`config.mk`:
```
export PLATFORM = sky130hd
export DESIGN_NAME = jtap_tap
export DESIGN_NICKNAME = d
export VERILOG_FILES = /design/src/shared/jtap_pkg.sv /design/src/verilog/jtap_sync.sv /design/src/verilog/jtap_tap.sv
export SDC_FILE = /design/constraint.sdc
export NUM_CORES = 1
export LEC_CHECK = 0
export ABC_CLOCK_PERIOD_IN_PS = 2300
export BUFFER_PORTS_ARGS = -buffer_cell sky130_fd_sc_hd__buf_2
export CAP_MARGIN = 20
export CORE_AREA = 2 2 177 197
export DETAILED_ROUTE_END_ITERATION = 10
export DIE_AREA = 0 0 179 199
export GPL_TIMING_DRIVEN = 0
export HOLD_SLACK_MARGIN = 0.1
export PLACE_DENSITY_LB_ADDON = 0.12
export SLEW_MARGIN = 30
export SYNTH_ARGS = -nofsm -noshare
export SYNTH_HDL_FRONTEND = slang
export SYNTH_SLANG_ARGS = --single-unit
export TNS_END_PERCENT = 100
```
`constraint.sdc`:
```
create_clock -name clock -period 2.3 [get_ports clock]
set_input_delay 0.23 -clock clock [delete_from_list [all_inputs] [get_ports clock]]
set_output_delay 0.23 -clock clock [all_outputs]
set_load 0.01 [all_outputs]
```
`src/shared/jtap_pkg.sv`:
```
`default_nettype none
package jtap_pkg;

  // ---------------------------------------------------------------------------
  // Controller states
  // ---------------------------------------------------------------------------
  typedef enum logic [3:0] {
    TEST_LOGIC_RESET,
    RUN_TEST_IDLE,
    SELECT_DR_SCAN,
    CAPTURE_DR,
    SHIFT_DR,
    EXIT1_DR,
    PAUSE_DR,
    EXIT2_DR,
    UPDATE_DR,
    SELECT_IR_SCAN,
    CAPTURE_IR,
    SHIFT_IR,
    EXIT1_IR,
    PAUSE_IR,
    EXIT2_IR,
    UPDATE_IR
  } jtap_state_e;

  // ---------------------------------------------------------------------------
  // Widths
  // ---------------------------------------------------------------------------
  localparam int IR_LEN   = 8;
  localparam int ID_LEN   = 32;
  localparam int BSC_LEN  = 87;
  localparam int BSC_OFF  = 3;
  localparam int SYNC_LEN = 2;

  // ---------------------------------------------------------------------------
  // Values
  // ---------------------------------------------------------------------------
  localparam logic [IR_LEN-1:0] IR_RESET_VAL   = 8'h03;
  localparam logic [IR_LEN-1:0] IR_CAPTURE_VAL = 8'h01;
  localparam logic [IR_LEN-1:0] OPC_EXTEST     = 8'h00;
  localparam logic [IR_LEN-1:0] OPC_SAMPLE     = 8'h01;
  localparam logic [IR_LEN-1:0] OPC_IDCODE     = 8'h03;
  localparam logic [IR_LEN-1:0] OPC_BYPASS     = 8'hff;
  // Arbitrary identification value, bit 0 kept at one
  localparam logic [ID_LEN-1:0] ID_CODE        = 32'h0a5a_5001;
  localparam logic [BSC_LEN-1:0] BSC_RESET_VAL = {BSC_LEN{1'b0}};

endpackage
`default_nettype wire

```
`src/verilog/jtap_sync.sv`:
```
`timescale 1ns/1ps
`default_nettype none
module jtap_sync #(
  parameter int W = 1
) (
  // Clock and reset
  input  wire logic         clock,
  input  wire logic         rstn,
  // Asynchronous input and its synchronised copy
  input  wire logic [W-1:0] asyncIn,
  output logic      [W-1:0] syncOut
);

  // ---------------------------------------------------------------------------
  // Two stage synchroniser
  // ---------------------------------------------------------------------------
  logic [W-1:0] meta_q;

  // First stage feeds only the second stage
  always_ff @(posedge clock or negedge rstn) begin
    if (!rstn) begin
      meta_q  <= '0;
      syncOut <= '0;
    end else begin
      meta_q  <= asyncIn;
      syncOut <= meta_q;
    end
  end

endmodule
`default_nettype wire

```
`src/verilog/jtap_tap.sv`:
```
// Operation
// - Sample data and mode select on test clock rise; change data out on fall.
// - Sixteen-state controller, steered by mode select at each test clock rise.
// - Test reset pin low forces Test-Logic-Reset whatever the test clock does.
// - Five rises with mode select high reach Test-Logic-Reset from anywhere.
// - Entering Test-Logic-Reset loads instruction 0x3, selecting identification.
// - In Test-Logic-Reset the three top chain bits clear, disabling drivers.
// - Test-Logic-Reset holds on high, goes to Run-Test/Idle on low.
// - Run-Test/Idle holds on low, goes to Select-DR on high; registers keep.
// - Select-DR goes to Capture-DR on low, Select-IR on high; no action.
// - Select-IR goes to Capture-IR on low, Test-Logic-Reset on high.
// - Capture-DR loads parallel inputs; then Shift-DR on low, Exit1-DR on high.
// - Shift-DR shifts one bit toward output; holds on low, Exit1-DR on high.
// - Exit1-DR goes to Pause-DR on low, Update-DR on high.
// - Pause-DR halts shifting, keeps registers; holds on low, Exit2-DR on high.
// - Exit2-DR returns to Shift-DR on low, Update-DR on high.
// - Update-DR latches shift stage to outputs; then Idle on low, Select-DR high.
// - Capture-IR loads 00000001; then Shift-IR on low, Exit1-IR on high.
// - Shift-IR shifts instruction toward output; holds on low, Exit1-IR on high.
// - Exit1-IR, Pause-IR and Exit2-IR move as in the data column.
// - Update-IR makes shifted instruction current; then Idle or Select-DR.
// - Extest links chain, drives pins from update values, captures pins.
// - Sample/preload captures and shifts chain while pins stay with system logic.
// - Idcode selects identification register; bypass selects one-bit bypass.
// - Identification register is 32 bits, shifted out low bit first.
// - Chain takes data in at top bit and gives data out from bit zero.
`timescale 1ns/1ps
`default_nettype none
module jtap_tap (
  // System clock and reset
  input  wire logic                        clock,
  input  wire logic                        rstn,
  // Test access pins
  input  wire logic                        test_clock,
  input  wire logic                        test_mode_select,
  input  wire logic                        test_data_in,
  input  wire logic                        testResetN,
  output logic                             test_data_out,
  output logic                             testDataOutEnN,
  // Pin side of the boundary scan chain
  input  wire logic [jtap_pkg::BSC_LEN-1:0] pinCapture,
  output logic      [jtap_pkg::BSC_LEN-1:0] pinUpdate,
  output logic                             pinTestDrive,
  // Status
  output var jtap_pkg::jtap_state_e        tapState,
  output logic      [jtap_pkg::IR_LEN-1:0]  instruction
);

  // ---------------------------------------------------------------------------
  // Input synchronisation
  // ---------------------------------------------------------------------------
  logic [3:0]                    pinsSync;
  logic [jtap_pkg::BSC_LEN-1:0]  captureSync;
  logic                          tckSync;
  logic                          tmsSync;
  logic                          tdiSync;
  logic                          trstSyncN;

  jtap_sync #(
    .W (4)
  ) u_pin_sync (
    .clock   (clock),
    .rstn    (rstn),
    .asyncIn ({test_clock, test_mode_select, test_data_in, testResetN}),
    .syncOut (pinsSync)
  );

  // Pins that feed the chain are synchronised too; they only matter at capture
  jtap_sync #(
    .W (jtap_pkg::BSC_LEN)
  ) u_capture_sync (
    .clock   (clock),
    .rstn    (rstn),
    .asyncIn (pinCapture),
    .syncOut (captureSync)
  );

  assign tckSync   = pinsSync[3];
  assign tmsSync   = pinsSync[2];
  assign tdiSync   = pinsSync[1];
  assign trstSyncN = pinsSync[0];

  // ---------------------------------------------------------------------------
  // Test clock edge detection
  // ---------------------------------------------------------------------------
  logic tckPrev_q;
  logic tckRise;
  logic tckFall;

  always_ff @(posedge clock or negedge rstn) begin
    if (!rstn) begin
      tckPrev_q <= 1'b0;
    end else begin
      tckPrev_q <= tckSync;
    end
  end

  // Mode select and data in are taken only on the rising test clock edge
  assign tckRise = tckSync & ~tckPrev_q;
  assign tckFall = ~tckSync & tckPrev_q;

  // ---------------------------------------------------------------------------
  // Controller state machine
  // ---------------------------------------------------------------------------
  jtap_pkg::jtap_state_e state_q;
  jtap_pkg::jtap_state_e state_d;

  always_comb begin
    state_d = state_q;
    case (state_q)
      jtap_pkg::TEST_LOGIC_RESET: begin
        if (tmsSync) begin
          state_d = jtap_pkg::TEST_LOGIC_RESET;
        end else begin
          state_d = jtap_pkg::RUN_TEST_IDLE;
        end
      end
      jtap_pkg::RUN_TEST_IDLE: begin
        if (tmsSync) begin
          state_d = jtap_pkg::SELECT_DR_SCAN;
        end else begin
          state_d = jtap_pkg::RUN_TEST_IDLE;
        end
      end
      jtap_pkg::SELECT_DR_SCAN: begin
        if (tmsSync) begin
          state_d = jtap_pkg::SELECT_IR_SCAN;
        end else begin
          state_d = jtap_pkg::CAPTURE_DR;
        end
      end
      jtap_pkg::SELECT_IR_SCAN: begin
        // High here closes the five-high path back to reset
        if (tmsSync) begin
          state_d = jtap_pkg::TEST_LOGIC_RESET;
        end else begin
          state_d = jtap_pkg::CAPTURE_IR;
        end
      end
      jtap_pkg::CAPTURE_DR: begin
        if (tmsSync) begin
          state_d = jtap_pkg::EXIT1_DR;
        end else begin
          state_d = jtap_pkg::SHIFT_DR;
        end
      end
      jtap_pkg::SHIFT_DR: begin
        if (tmsSync) begin
          state_d = jtap_pkg::EXIT1_DR;
        end else begin
          state_d = jtap_pkg::SHIFT_DR;
        end
      end
      jtap_pkg::EXIT1_DR: begin
        if (tmsSync) begin
          state_d = jtap_pkg::UPDATE_DR;
        end else begin
          state_d = jtap_pkg::PAUSE_DR;
        end
      end
      jtap_pkg::PAUSE_DR: begin
        if (tmsSync) begin
          state_d = jtap_pkg::EXIT2_DR;
        end else begin
          state_d = jtap_pkg::PAUSE_DR;
        end
      end
      jtap_pkg::EXIT2_DR: begin
        if (tmsSync) begin
          state_d = jtap_pkg::UPDATE_DR;
        end else begin
          state_d = jtap_pkg::SHIFT_DR;
        end
      end
      jtap_pkg::UPDATE_DR: begin
        if (tmsSync) begin
          state_d = jtap_pkg::SELECT_DR_SCAN;
        end else begin
          state_d = jtap_pkg::RUN_TEST_IDLE;
        end
      end
      jtap_pkg::CAPTURE_IR: begin
        if (tmsSync) begin
          state_d = jtap_pkg::EXIT1_IR;
        end else begin
          state_d = jtap_pkg::SHIFT_IR;
        end
      end
      jtap_pkg::SHIFT_IR: begin
        if (tmsSync) begin
          state_d = jtap_pkg::EXIT1_IR;
        end else begin
          state_d = jtap_pkg::SHIFT_IR;
        end
      end
      jtap_pkg::EXIT1_IR: begin
        if (tmsSync) begin
          state_d = jtap_pkg::UPDATE_IR;
        end else begin
          state_d = jtap_pkg::PAUSE_IR;
        end
      end
      jtap_pkg::PAUSE_IR: begin
        if (tmsSync) begin
          state_d = jtap_pkg::EXIT2_IR;
        end else begin
          state_d = jtap_pkg::PAUSE_IR;
        end
      end
      jtap_pkg::EXIT2_IR: begin
        if (tmsSync) begin
          state_d = jtap_pkg::UPDATE_IR;
        end else begin
          state_d = jtap_pkg::SHIFT_IR;
        end
      end
      jtap_pkg::UPDATE_IR: begin
        if (tmsSync) begin
          state_d = jtap_pkg::SELECT_DR_SCAN;
        end else begin
          state_d = jtap_pkg::RUN_TEST_IDLE;
        end
      end
      default: begin
        state_d = jtap_pkg::TEST_LOGIC_RESET;
      end
    endcase
  end

  // Test reset is sampled by the system clock, so it acts with no test clock
  always_ff @(posedge clock or negedge rstn) begin
    if (!rstn) begin
      state_q <= jtap_pkg::TEST_LOGIC_RESET;
    end else if (!trstSyncN) begin
      state_q <= jtap_pkg::TEST_LOGIC_RESET;
    end else if (tckRise) begin
      state_q <= state_d;
    end
  end

  // ---------------------------------------------------------------------------
  // Instruction register
  // ---------------------------------------------------------------------------
  logic [jtap_pkg::IR_LEN-1:0] irShift_q;
  logic [jtap_pkg::IR_LEN-1:0] ir_q;
  logic                        inReset;

  assign inReset = (state_q == jtap_pkg::TEST_LOGIC_RESET);

  always_ff @(posedge clock or negedge rstn) begin
    if (!rstn) begin
      irShift_q <= jtap_pkg::IR_CAPTURE_VAL;
    end else if (tckRise && state_q == jtap_pkg::CAPTURE_IR) begin
      irShift_q <= jtap_pkg::IR_CAPTURE_VAL;
    end else if (tckRise && state_q == jtap_pkg::SHIFT_IR) begin
      irShift_q <= {tdiSync, irShift_q[jtap_pkg::IR_LEN-1:1]};
    end
  end

  // Pause and exit states fall through and hold both stages
  always_ff @(posedge clock or negedge rstn) begin
    if (!rstn) begin
      ir_q <= jtap_pkg::IR_RESET_VAL;
    end else if (inReset) begin
      ir_q <= jtap_pkg::IR_RESET_VAL;
    end else if (tckRise && state_q == jtap_pkg::UPDATE_IR) begin
      ir_q <= irShift_q;
    end
  end

  // ---------------------------------------------------------------------------
  // Instruction decode
  // ---------------------------------------------------------------------------
  logic selChain;
  logic selId;
  logic selExtest;

  // Anything not decoded falls to bypass
  always_comb begin
    selChain  = 1'b0;
    selId     = 1'b0;
    selExtest = 1'b0;
    if (ir_q == jtap_pkg::OPC_EXTEST) begin
      selChain  = 1'b1;
      selExtest = 1'b1;
    end else if (ir_q == jtap_pkg::OPC_SAMPLE) begin
      selChain  = 1'b1;
    end else if (ir_q == jtap_pkg::OPC_IDCODE) begin
      selId     = 1'b1;
    end
  end

  // ---------------------------------------------------------------------------
  // Data registers
  // ---------------------------------------------------------------------------
  logic                          dataCapture;
  logic                          dataShift;
  logic                          dataUpdate;
  logic                          bypass_q;
  logic [jtap_pkg::ID_LEN-1:0]   idShift_q;
  logic [jtap_pkg::BSC_LEN-1:0]  bscShift_q;
  logic [jtap_pkg::BSC_LEN-1:0]  bscUpdate_q;

  assign dataCapture = tckRise && state_q == jtap_pkg::CAPTURE_DR;
  assign dataShift   = tckRise && state_q == jtap_pkg::SHIFT_DR;
  assign dataUpdate  = tckRise && state_q == jtap_pkg::UPDATE_DR;

  // Bypass is the default for every opcode not otherwise decoded
  always_ff @(posedge clock or negedge rstn) begin
    if (!rstn) begin
      bypass_q <= 1'b0;
    end else if (dataCapture && !selChain && !selId) begin
      bypass_q <= 1'b0;
    end else if (dataShift && !selChain && !selId) begin
      bypass_q <= tdiSync;
    end
  end

  always_ff @(posedge clock or negedge rstn) begin
    if (!rstn) begin
      idShift_q <= jtap_pkg::ID_CODE;
    end else if (dataCapture && selId) begin
      idShift_q <= jtap_pkg::ID_CODE;
    end else if (dataShift && selId) begin
      idShift_q <= {tdiSync, idShift_q[jtap_pkg::ID_LEN-1:1]};
    end
  end

  // Capture happens for both chain opcodes; pins stay with system logic
  // under sample, so capturing is harmless there
  always_ff @(posedge clock or negedge rstn) begin
    if (!rstn) begin
      bscShift_q <= jtap_pkg::BSC_RESET_VAL;
    end else if (inReset) begin
      bscShift_q[jtap_pkg::BSC_LEN-1 -: jtap_pkg::BSC_OFF] <= '0;
    end else if (dataCapture && selChain) begin
      bscShift_q <= captureSync;
    end else if (dataShift && selChain) begin
      bscShift_q <= {tdiSync, bscShift_q[jtap_pkg::BSC_LEN-1:1]};
    end
  end

  // Update stage also takes preload values so that extest starts clean
  always_ff @(posedge clock or negedge rstn) begin
    if (!rstn) begin
      bscUpdate_q <= jtap_pkg::BSC_RESET_VAL;
    end else if (inReset) begin
      bscUpdate_q[jtap_pkg::BSC_LEN-1 -: jtap_pkg::BSC_OFF] <= '0;
    end else if (dataUpdate && selChain) begin
      bscUpdate_q <= bscShift_q;
    end
  end

  // ---------------------------------------------------------------------------
  // Serial output, changed on the falling test clock edge
  // ---------------------------------------------------------------------------
  logic serialBit;
  logic shifting;

  always_comb begin
    serialBit = bypass_q;
    if (state_q == jtap_pkg::SHIFT_IR) begin
      serialBit = irShift_q[0];
    end else if (selChain) begin
      serialBit = bscShift_q[0];
    end else if (selId) begin
      serialBit = idShift_q[0];
    end
  end

  assign shifting = (state_q == jtap_pkg::SHIFT_DR) || (state_q == jtap_pkg::SHIFT_IR);

  always_ff @(posedge clock or negedge rstn) begin
    if (!rstn) begin
      test_data_out  <= 1'b0;
      testDataOutEnN <= 1'b1;
    end else if (tckFall) begin
      test_data_out  <= serialBit;
      testDataOutEnN <= ~shifting;
    end
  end

  // ---------------------------------------------------------------------------
  // Registered status and pin side outputs
  // ---------------------------------------------------------------------------
  always_ff @(posedge clock or negedge rstn) begin
    if (!rstn) begin
      pinUpdate    <= jtap_pkg::BSC_RESET_VAL;
      pinTestDrive <= 1'b0;
      tapState     <= jtap_pkg::TEST_LOGIC_RESET;
      instruction  <= jtap_pkg::IR_RESET_VAL;
    end else begin
      pinUpdate    <= bscUpdate_q;
      pinTestDrive <= selExtest;
      tapState     <= state_q;
      instruction  <= ir_q;
    end
  end

endmodule
`default_nettype wire

```
# ---- Word level (Yosys, flattened, before mapping)
# Index checks and enable logic that the tools add are counted.
dict set report totals {
  register_bits 512
  input_bits 93
  out_inout_bits 102
  word_cells 113
}
dict set report classes {
  eq_ne 18
  n_reduce_logical 32
  bitwise 6
  mux 37
}
# cell n
set op_table {}
lappend op_table {{$mux 87} 3}
lappend op_table {{$mux 32} 2}
lappend op_table {{$pmux 4 s12} 1}
lappend op_table {{$eq 4x4->1 const B} 8}
lappend op_table {{$mux 8} 4}
lappend op_table {{$mux 4} 6}
lappend op_table {{$eq 4x3->1 const B} 4}
lappend op_table {{$logic_and 1x1->1} 15}
lappend op_table {{$mux 1} 14}
lappend op_table {{$mux 3} 4}
lappend op_table {{$reduce_bool 2->1} 6}
lappend op_table {{$eq 4x2->1 const B} 2}
lappend op_table {{$eq 8x1->1 const B} 1}
lappend op_table {{$eq 8x2->1 const B} 1}
lappend op_table {{$logic_not 8->1} 1}
lappend op_table {{$mux 2} 3}
lappend op_table {{$eq 4x1->1 const B} 1}
lappend op_table {{$logic_not 4->1} 1}
lappend op_table {{$not 1->1} 4}
lappend op_table {{$reduce_and 2->1} 2}
lappend op_table {{$reduce_or 2->1} 2}
lappend op_table {{$reduce_bool 3->1} 1}
lappend op_table {{$reduce_or 3->1} 1}
lappend op_table {{$and 1x1->1} 2}
lappend op_table {{other kinds (3)} 4}

# ---- Longest topological paths before layout
dict set report depth {
  depth_word 8
  mapped_depth 8
}

# ---- Hierarchy
# A second synthesis with hierarchy kept.
dict set report hier_totals {
  cells_unflattened 1135
  area_unflattened_um2 16971.3
}
# mod n_inst cells_per_inst area_per_inst_um2
set by_module_without_submodules {}
lappend by_module_without_submodules {jtap_tap 1 953 12416.9}
lappend by_module_without_submodules {{jtap_sync (u_capture_sync)} 1 174 4354.2}
lappend by_module_without_submodules {{jtap_sync (u_pin_sync)} 1 8 200.2}

# ---- Worst setup path after synthesis
# OpenSTA, ideal clock, no wires.
dict set report synth_path {
  path_kind {flip-flop to flip-flop}
  start {register ir_q[3] (netlist name)}
  end {register bscShift_q[56] (netlist name)}
  period_less_slack_ns 2.489
  path_slack_ns -0.189
  arrival_time_ns 2.364
  stages_incl_launch_ff 9
  n_path_buf 4
  setup_time_ns 0.125
  path_cell_list {dfrtp_1 or4_1 or3_1 clkbuf_2 or3_1 buf_2 buf_6 buf_6 mux2_4}
}
dict set report synth_via {
  elab_chain_len 6
  word_cells_on_any_way 9
}
# element line_no
set synth_rtl {}
lappend synth_rtl {{start, declared} jtap_tap.sv:245} ;# logic [jtap_pkg::IR_LEN-1:0] ir_q;
lappend synth_rtl {{start signal, assigned} jtap_tap.sv:263} ;# ir_q <= jtap_pkg::IR_RESET_VAL;
lappend synth_rtl {{start signal, assigned} jtap_tap.sv:265} ;# ir_q <= jtap_pkg::IR_RESET_VAL;
lappend synth_rtl {{start signal, assigned} jtap_tap.sv:267} ;# ir_q <= irShift_q;
lappend synth_rtl {{$eq 8x1->1} jtap_tap.sv:286} ;# end else if (ir_q == jtap_pkg::OPC_SAMPLE) begin
lappend synth_rtl {{$mux 1} jtap_tap.sv:286}
lappend synth_rtl {{$mux 1 (*)} jtap_tap.sv:283} ;# if (ir_q == jtap_pkg::OPC_EXTEST) begin
lappend synth_rtl {{$logic_and 1x1->1, on equally long branches} {jtap_tap.sv:336, jtap_tap.sv:338}}
lappend synth_rtl {{$reduce_bool 2->1 (no source line)} n/a}
lappend synth_rtl {{$reduce_and 2->1 (no source line)} n/a}
lappend synth_rtl {{end signal, assigned} jtap_tap.sv:333} ;# bscShift_q <= jtap_pkg::BSC_RESET_VAL;
lappend synth_rtl {{end signal, assigned} jtap_tap.sv:337} ;# bscShift_q <= captureSync;
lappend synth_rtl {{end signal, assigned} jtap_tap.sv:339} ;# bscShift_q <= {tdiSync, bscShift_q[jtap_pkg::BSC_LEN-1:1]};
lappend synth_rtl {{end, declared} jtap_tap.sv:301} ;# logic [jtap_pkg::BSC_LEN-1:0] bscShift_q;
# Mark *: on every way between the ends. The rest lies on a longest branch, timed or not.
# A chain may end at the register's enable or synchronous reset.

# ---- Worst setup path after layout
dict set report layout_path {
  start {register ir_q[3] (netlist name)}
  end {register bscUpdate_q[60] (netlist name)}
}
dict set report layout_via {
  elab_chain_len 5
  word_cells_on_any_way 6
}
# element line_no
set layout_rtl {}
lappend layout_rtl {{$eq 8x1->1} jtap_tap.sv:286}
lappend layout_rtl {{$mux 1} jtap_tap.sv:286}
lappend layout_rtl {{$mux 1 (*)} jtap_tap.sv:283}
lappend layout_rtl {{$logic_and 1x1->1 (*)} jtap_tap.sv:349} ;# end else if (dataUpdate && selChain) begin
lappend layout_rtl {{$reduce_and 2->1 (no source line) (*)} n/a}
lappend layout_rtl {{end signal, assigned} jtap_tap.sv:346} ;# bscUpdate_q <= jtap_pkg::BSC_RESET_VAL;
lappend layout_rtl {{end signal, assigned} jtap_tap.sv:350} ;# bscUpdate_q <= bscShift_q;
lappend layout_rtl {{end, declared} jtap_tap.sv:302} ;# logic [jtap_pkg::BSC_LEN-1:0] bscUpdate_q;
# Marks and branches as above.

==> flow_metrics.tcl <==
set metrics [dict create \
    synth_nets 1118 \
    synth_cell_types 43 \
    antenna_left 0 \
    seq_area_frac_synth 0.741 \
    synth-main-ff-cell "dfrtp_1" \
    cp_cell_sequence "or4_4 -> or3_4 -> buf_6 -> nor3_4 -> buf_6 -> buf_12 -> clkbuf_16 -> mux2_2" \
    layout-drive-gt1-share 0.446 \
    tns_ns -28.39 \
    p_leak_nw 11.5 \
    cp.arrival_ns 2.95 \
    ys_warn_count 0 \
    synthCells 1025 \
    maxSlewViolCount 0 \
    worst_pin_slew_ns 0.802 \
    critPathMostFrequentCell "buf_6" \
    r2r_cells 8 \
    std_cell_rows 71 \
    drt-pass1-iter-count 4 \
    placed_cell_area_sq_um 19000 \
    grt_pass1_vias 9549 \
    numCtsBuffers 51 \
    rr_endpoint "bscUpdate_q[60]" \
    avgRoutedWirePerCell_microns 17.0 \
    synth_edf_count 0 \
    ir_drop_mv 0.583 \
    nFillCells 2344 \
    slew_headroom 0.452 \
    path_delay_family "simple AND/OR/NAND/NOR gates" \
    setup_viol 191 \
    synthToLayoutAreaGrowth_pct 31.4 \
    core_area_sq_um 33700 \
    clk_pin_slew_worst_paths_ns 0.06 \
    max_stage_delay_ns 0.54 \
    skew_ns 0.0221 \
    remaining_drc_errors 0 \
    fin_ws_ns -0.209 \
    max_freq_mhz 399 \
    cap_violations 0 \
    antennaDiodeCount 0 \
    vias_per_cell 4.89 \
    cp.required_ns 2.74 \
    syn_avg_cell_area_sq_um 16.9 \
    crit_start "ir_q[3]" \
    violations "negative setup slack" \
    path_depth 8 \
    crit_path_start_kind "flop" \
    die_h_microns 199 \
    place.gp.congestion 0.784 \
    clockRootBuffer "clkbuf_16" \
    rrSetupSlack_ns -0.21 \
    final_area_sq_um 22800 \
    antenna_found_initial 1 \
    grt_max_degree 93 \
    hold_violations 0 \
    synthesis.area_sq_um 17300 \
    reg2reg_from "ir_q[3]" \
    fin_nets 1505 \
    dr_total_vias 9232 \
    hold-worst-slack_ns 0.239 \
    overflow 0 \
    critPathKind "flop to flop" \
    grt_pass1_wl_microns 50300 \
    min_period_over_period 1.09 \
    rsz0062_at_grt "true" \
    cp_num_buf_inv 4 \
    wirelength_microns 32100 \
    hpwl_microns 18900 \
    hp-class "primary input to asynchronous set/reset pin" \
    insertion_delay_ns 0.57 \
    cp-end-kind "flop" \
    p_per_area_nw_per_um2 780 \
    io_buffers 194 \
    dieArea_sq_um 35600 \
    crit_end "bscUpdate_q[60]" \
    drt_iter0_drc 343 \
    start_util 0.514 \
    async_flop_share 1.00 \
    crit_path_max_fanout 8 \
    ioPinCount 195 \
    clock_path_buffers 3 \
    cts_sinks 512 \
    die_w_microns 179 \
    track_usage 0.181 \
    cts_tree "built" \
    htreeDepth 2 \
    min_period_ns 2.51 \
    status "finished, violations left" \
    ys_seq_elements 512 \
    slowest_stage "or4_4" \
]
## repair_timing
item                                   CTS  global route
setup buffers                           21             8
hold buffers                            92             0
resized for setup                       88            92
gates cloned                             4            11
endpoints found under the hold margin  162             0
setup endpoints to repair              206           207
pin swaps                                5             4
## stage by stage
step,setup WS (ns),std cells,power (W),util
finish,-0.209,1888,0.0177,0.676
global route,-0.263,1888,0.0184,0.676
floorplan,-0.189,1025,0.00942,-
CTS,-0.280,1870,0.0180,0.657
global placement,-9.10,1657,0.00971,0.559
detailed placement,-0.900,1663,0.00975,0.564
## state kept, by name, summed over array words and instances (netlist names), 32 cells and up
signal,flops
u_capture_sync.syncOut,87
bscUpdate_q,87
u_capture_sync.meta_q,87
pinUpdate,87
idShift_q,32
bscShift_q,87
## cell type report
type | instances | area (sq um) | share of cell area
clock buffer | 75 | 1540 | 0.0675
clock inverter | 16 | 126 | 0.00555
tap | 438 | 548 | 0.0241
multi-input combinational | 433 | 4350 | 0.191
timing repair buffer | 336 | 2730 | 0.120
inverter | 33 | 124 | 0.00544
buffer | 45 | 505 | 0.0222
sequential | 512 | 12800 | 0.564
## Yosys cell counts (all sizes together), types with 3 or more instances
library cell,count,area [sq um]
nor2b,7,43.8
o21ai,11,55.1
a22o,6,52.6
or3,3,18.8
nand2,55,206
buf,32,180
mux2,261,3040
inv,33,124
a21oi,6,30.0
mux2i,32,320
nand3,9,45.0
nand2b,4,25.0
dfstp,15,394
o211ai,6,45.0
nand4,3,18.8
clkbuf,15,57.6
nor2,6,22.5
dfrtp,497,12400
nor3,4,30.0
## how the worst min path moves through the flow
stage | slack [ns] | endpoint | start | cells past startpoint
6_report | 0.24 | instruction[5] | rstn | 2
3_5_place_dp | 0.25 | instruction[4] | rstn | 1
5_1_grt | 0.27 | instruction[5] | rstn | 2
4_1_cts | 0.23 | instruction[4] | rstn | 2
3_3_place_gp | 0.33 | u_capture_sync.syncOut[40] | u_capture_sync.meta_q[40] | 0
2_1_floorplan | -0.07 | bscShift_q[0] | rstn | 0
## placed cells by master (no fill, tap or decap), types with 6 or more instances in the layout
master / synthesis / layout
buf_12: 0 / 18
buf_2: 15 / 200
dfstp_2: 15 / 15
clkinv_2: 0 / 12
a22o_1: 6 / 6
nand3_1: 9 / 9
nand2_1: 55 / 55
mux2i_1: 32 / 32
nor2_1: 6 / 6
o21ai_0: 11 / 11
buf_8: 0 / 7
clkbuf_16: 0 / 61
clkbuf_1: 14 / 17
mux2_4: 27 / 83
o211ai_1: 6 / 6
buf_4: 3 / 14
buf_16: 0 / 9
dfrtp_1: 497 / 497
dlygate4sd3_1: 0 / 92
nor2b_1: 7 / 6
buf_6: 4 / 14
a21oi_1: 6 / 6
mux2_2: 234 / 178
clkbuf_8: 0 / 17
inv_1: 33 / 33
## cells by family after synthesis
group | after synthesis | share of synthesized area
compound gates | 42 | 0.0167
xor+xnor | 1 | 0.000506
buf+inv | 80 | 0.0209
flops | 512 | 0.741
mux | 293 | 0.194
simple gates | 97 | 0.0264
## per-layer routing
layer  vias to the layer above  share of wire  routed length (microns)  GRT usage
met2                       185           0.49                    15800      0.294
met4                         2          0.018                      572     0.0506
li1                       4269              -                        -          -
met3                        50          0.041                     1300     0.0357
met1                      4726           0.45                    14400      0.250
met5                         -        0.00034                       11          0
## where the power goes
part | internal (W) | total, W | switching [W]
combinational | 0.000209 | 0.000467 | 0.000259
clock | 0.00473 | 0.00805 | 0.00332
sequential | 0.00918 | 0.00923 | 0.0000515
total | 0.0141 | 0.0177 | 0.00363
No activity file was read; power rests on OpenSTA's default activity.
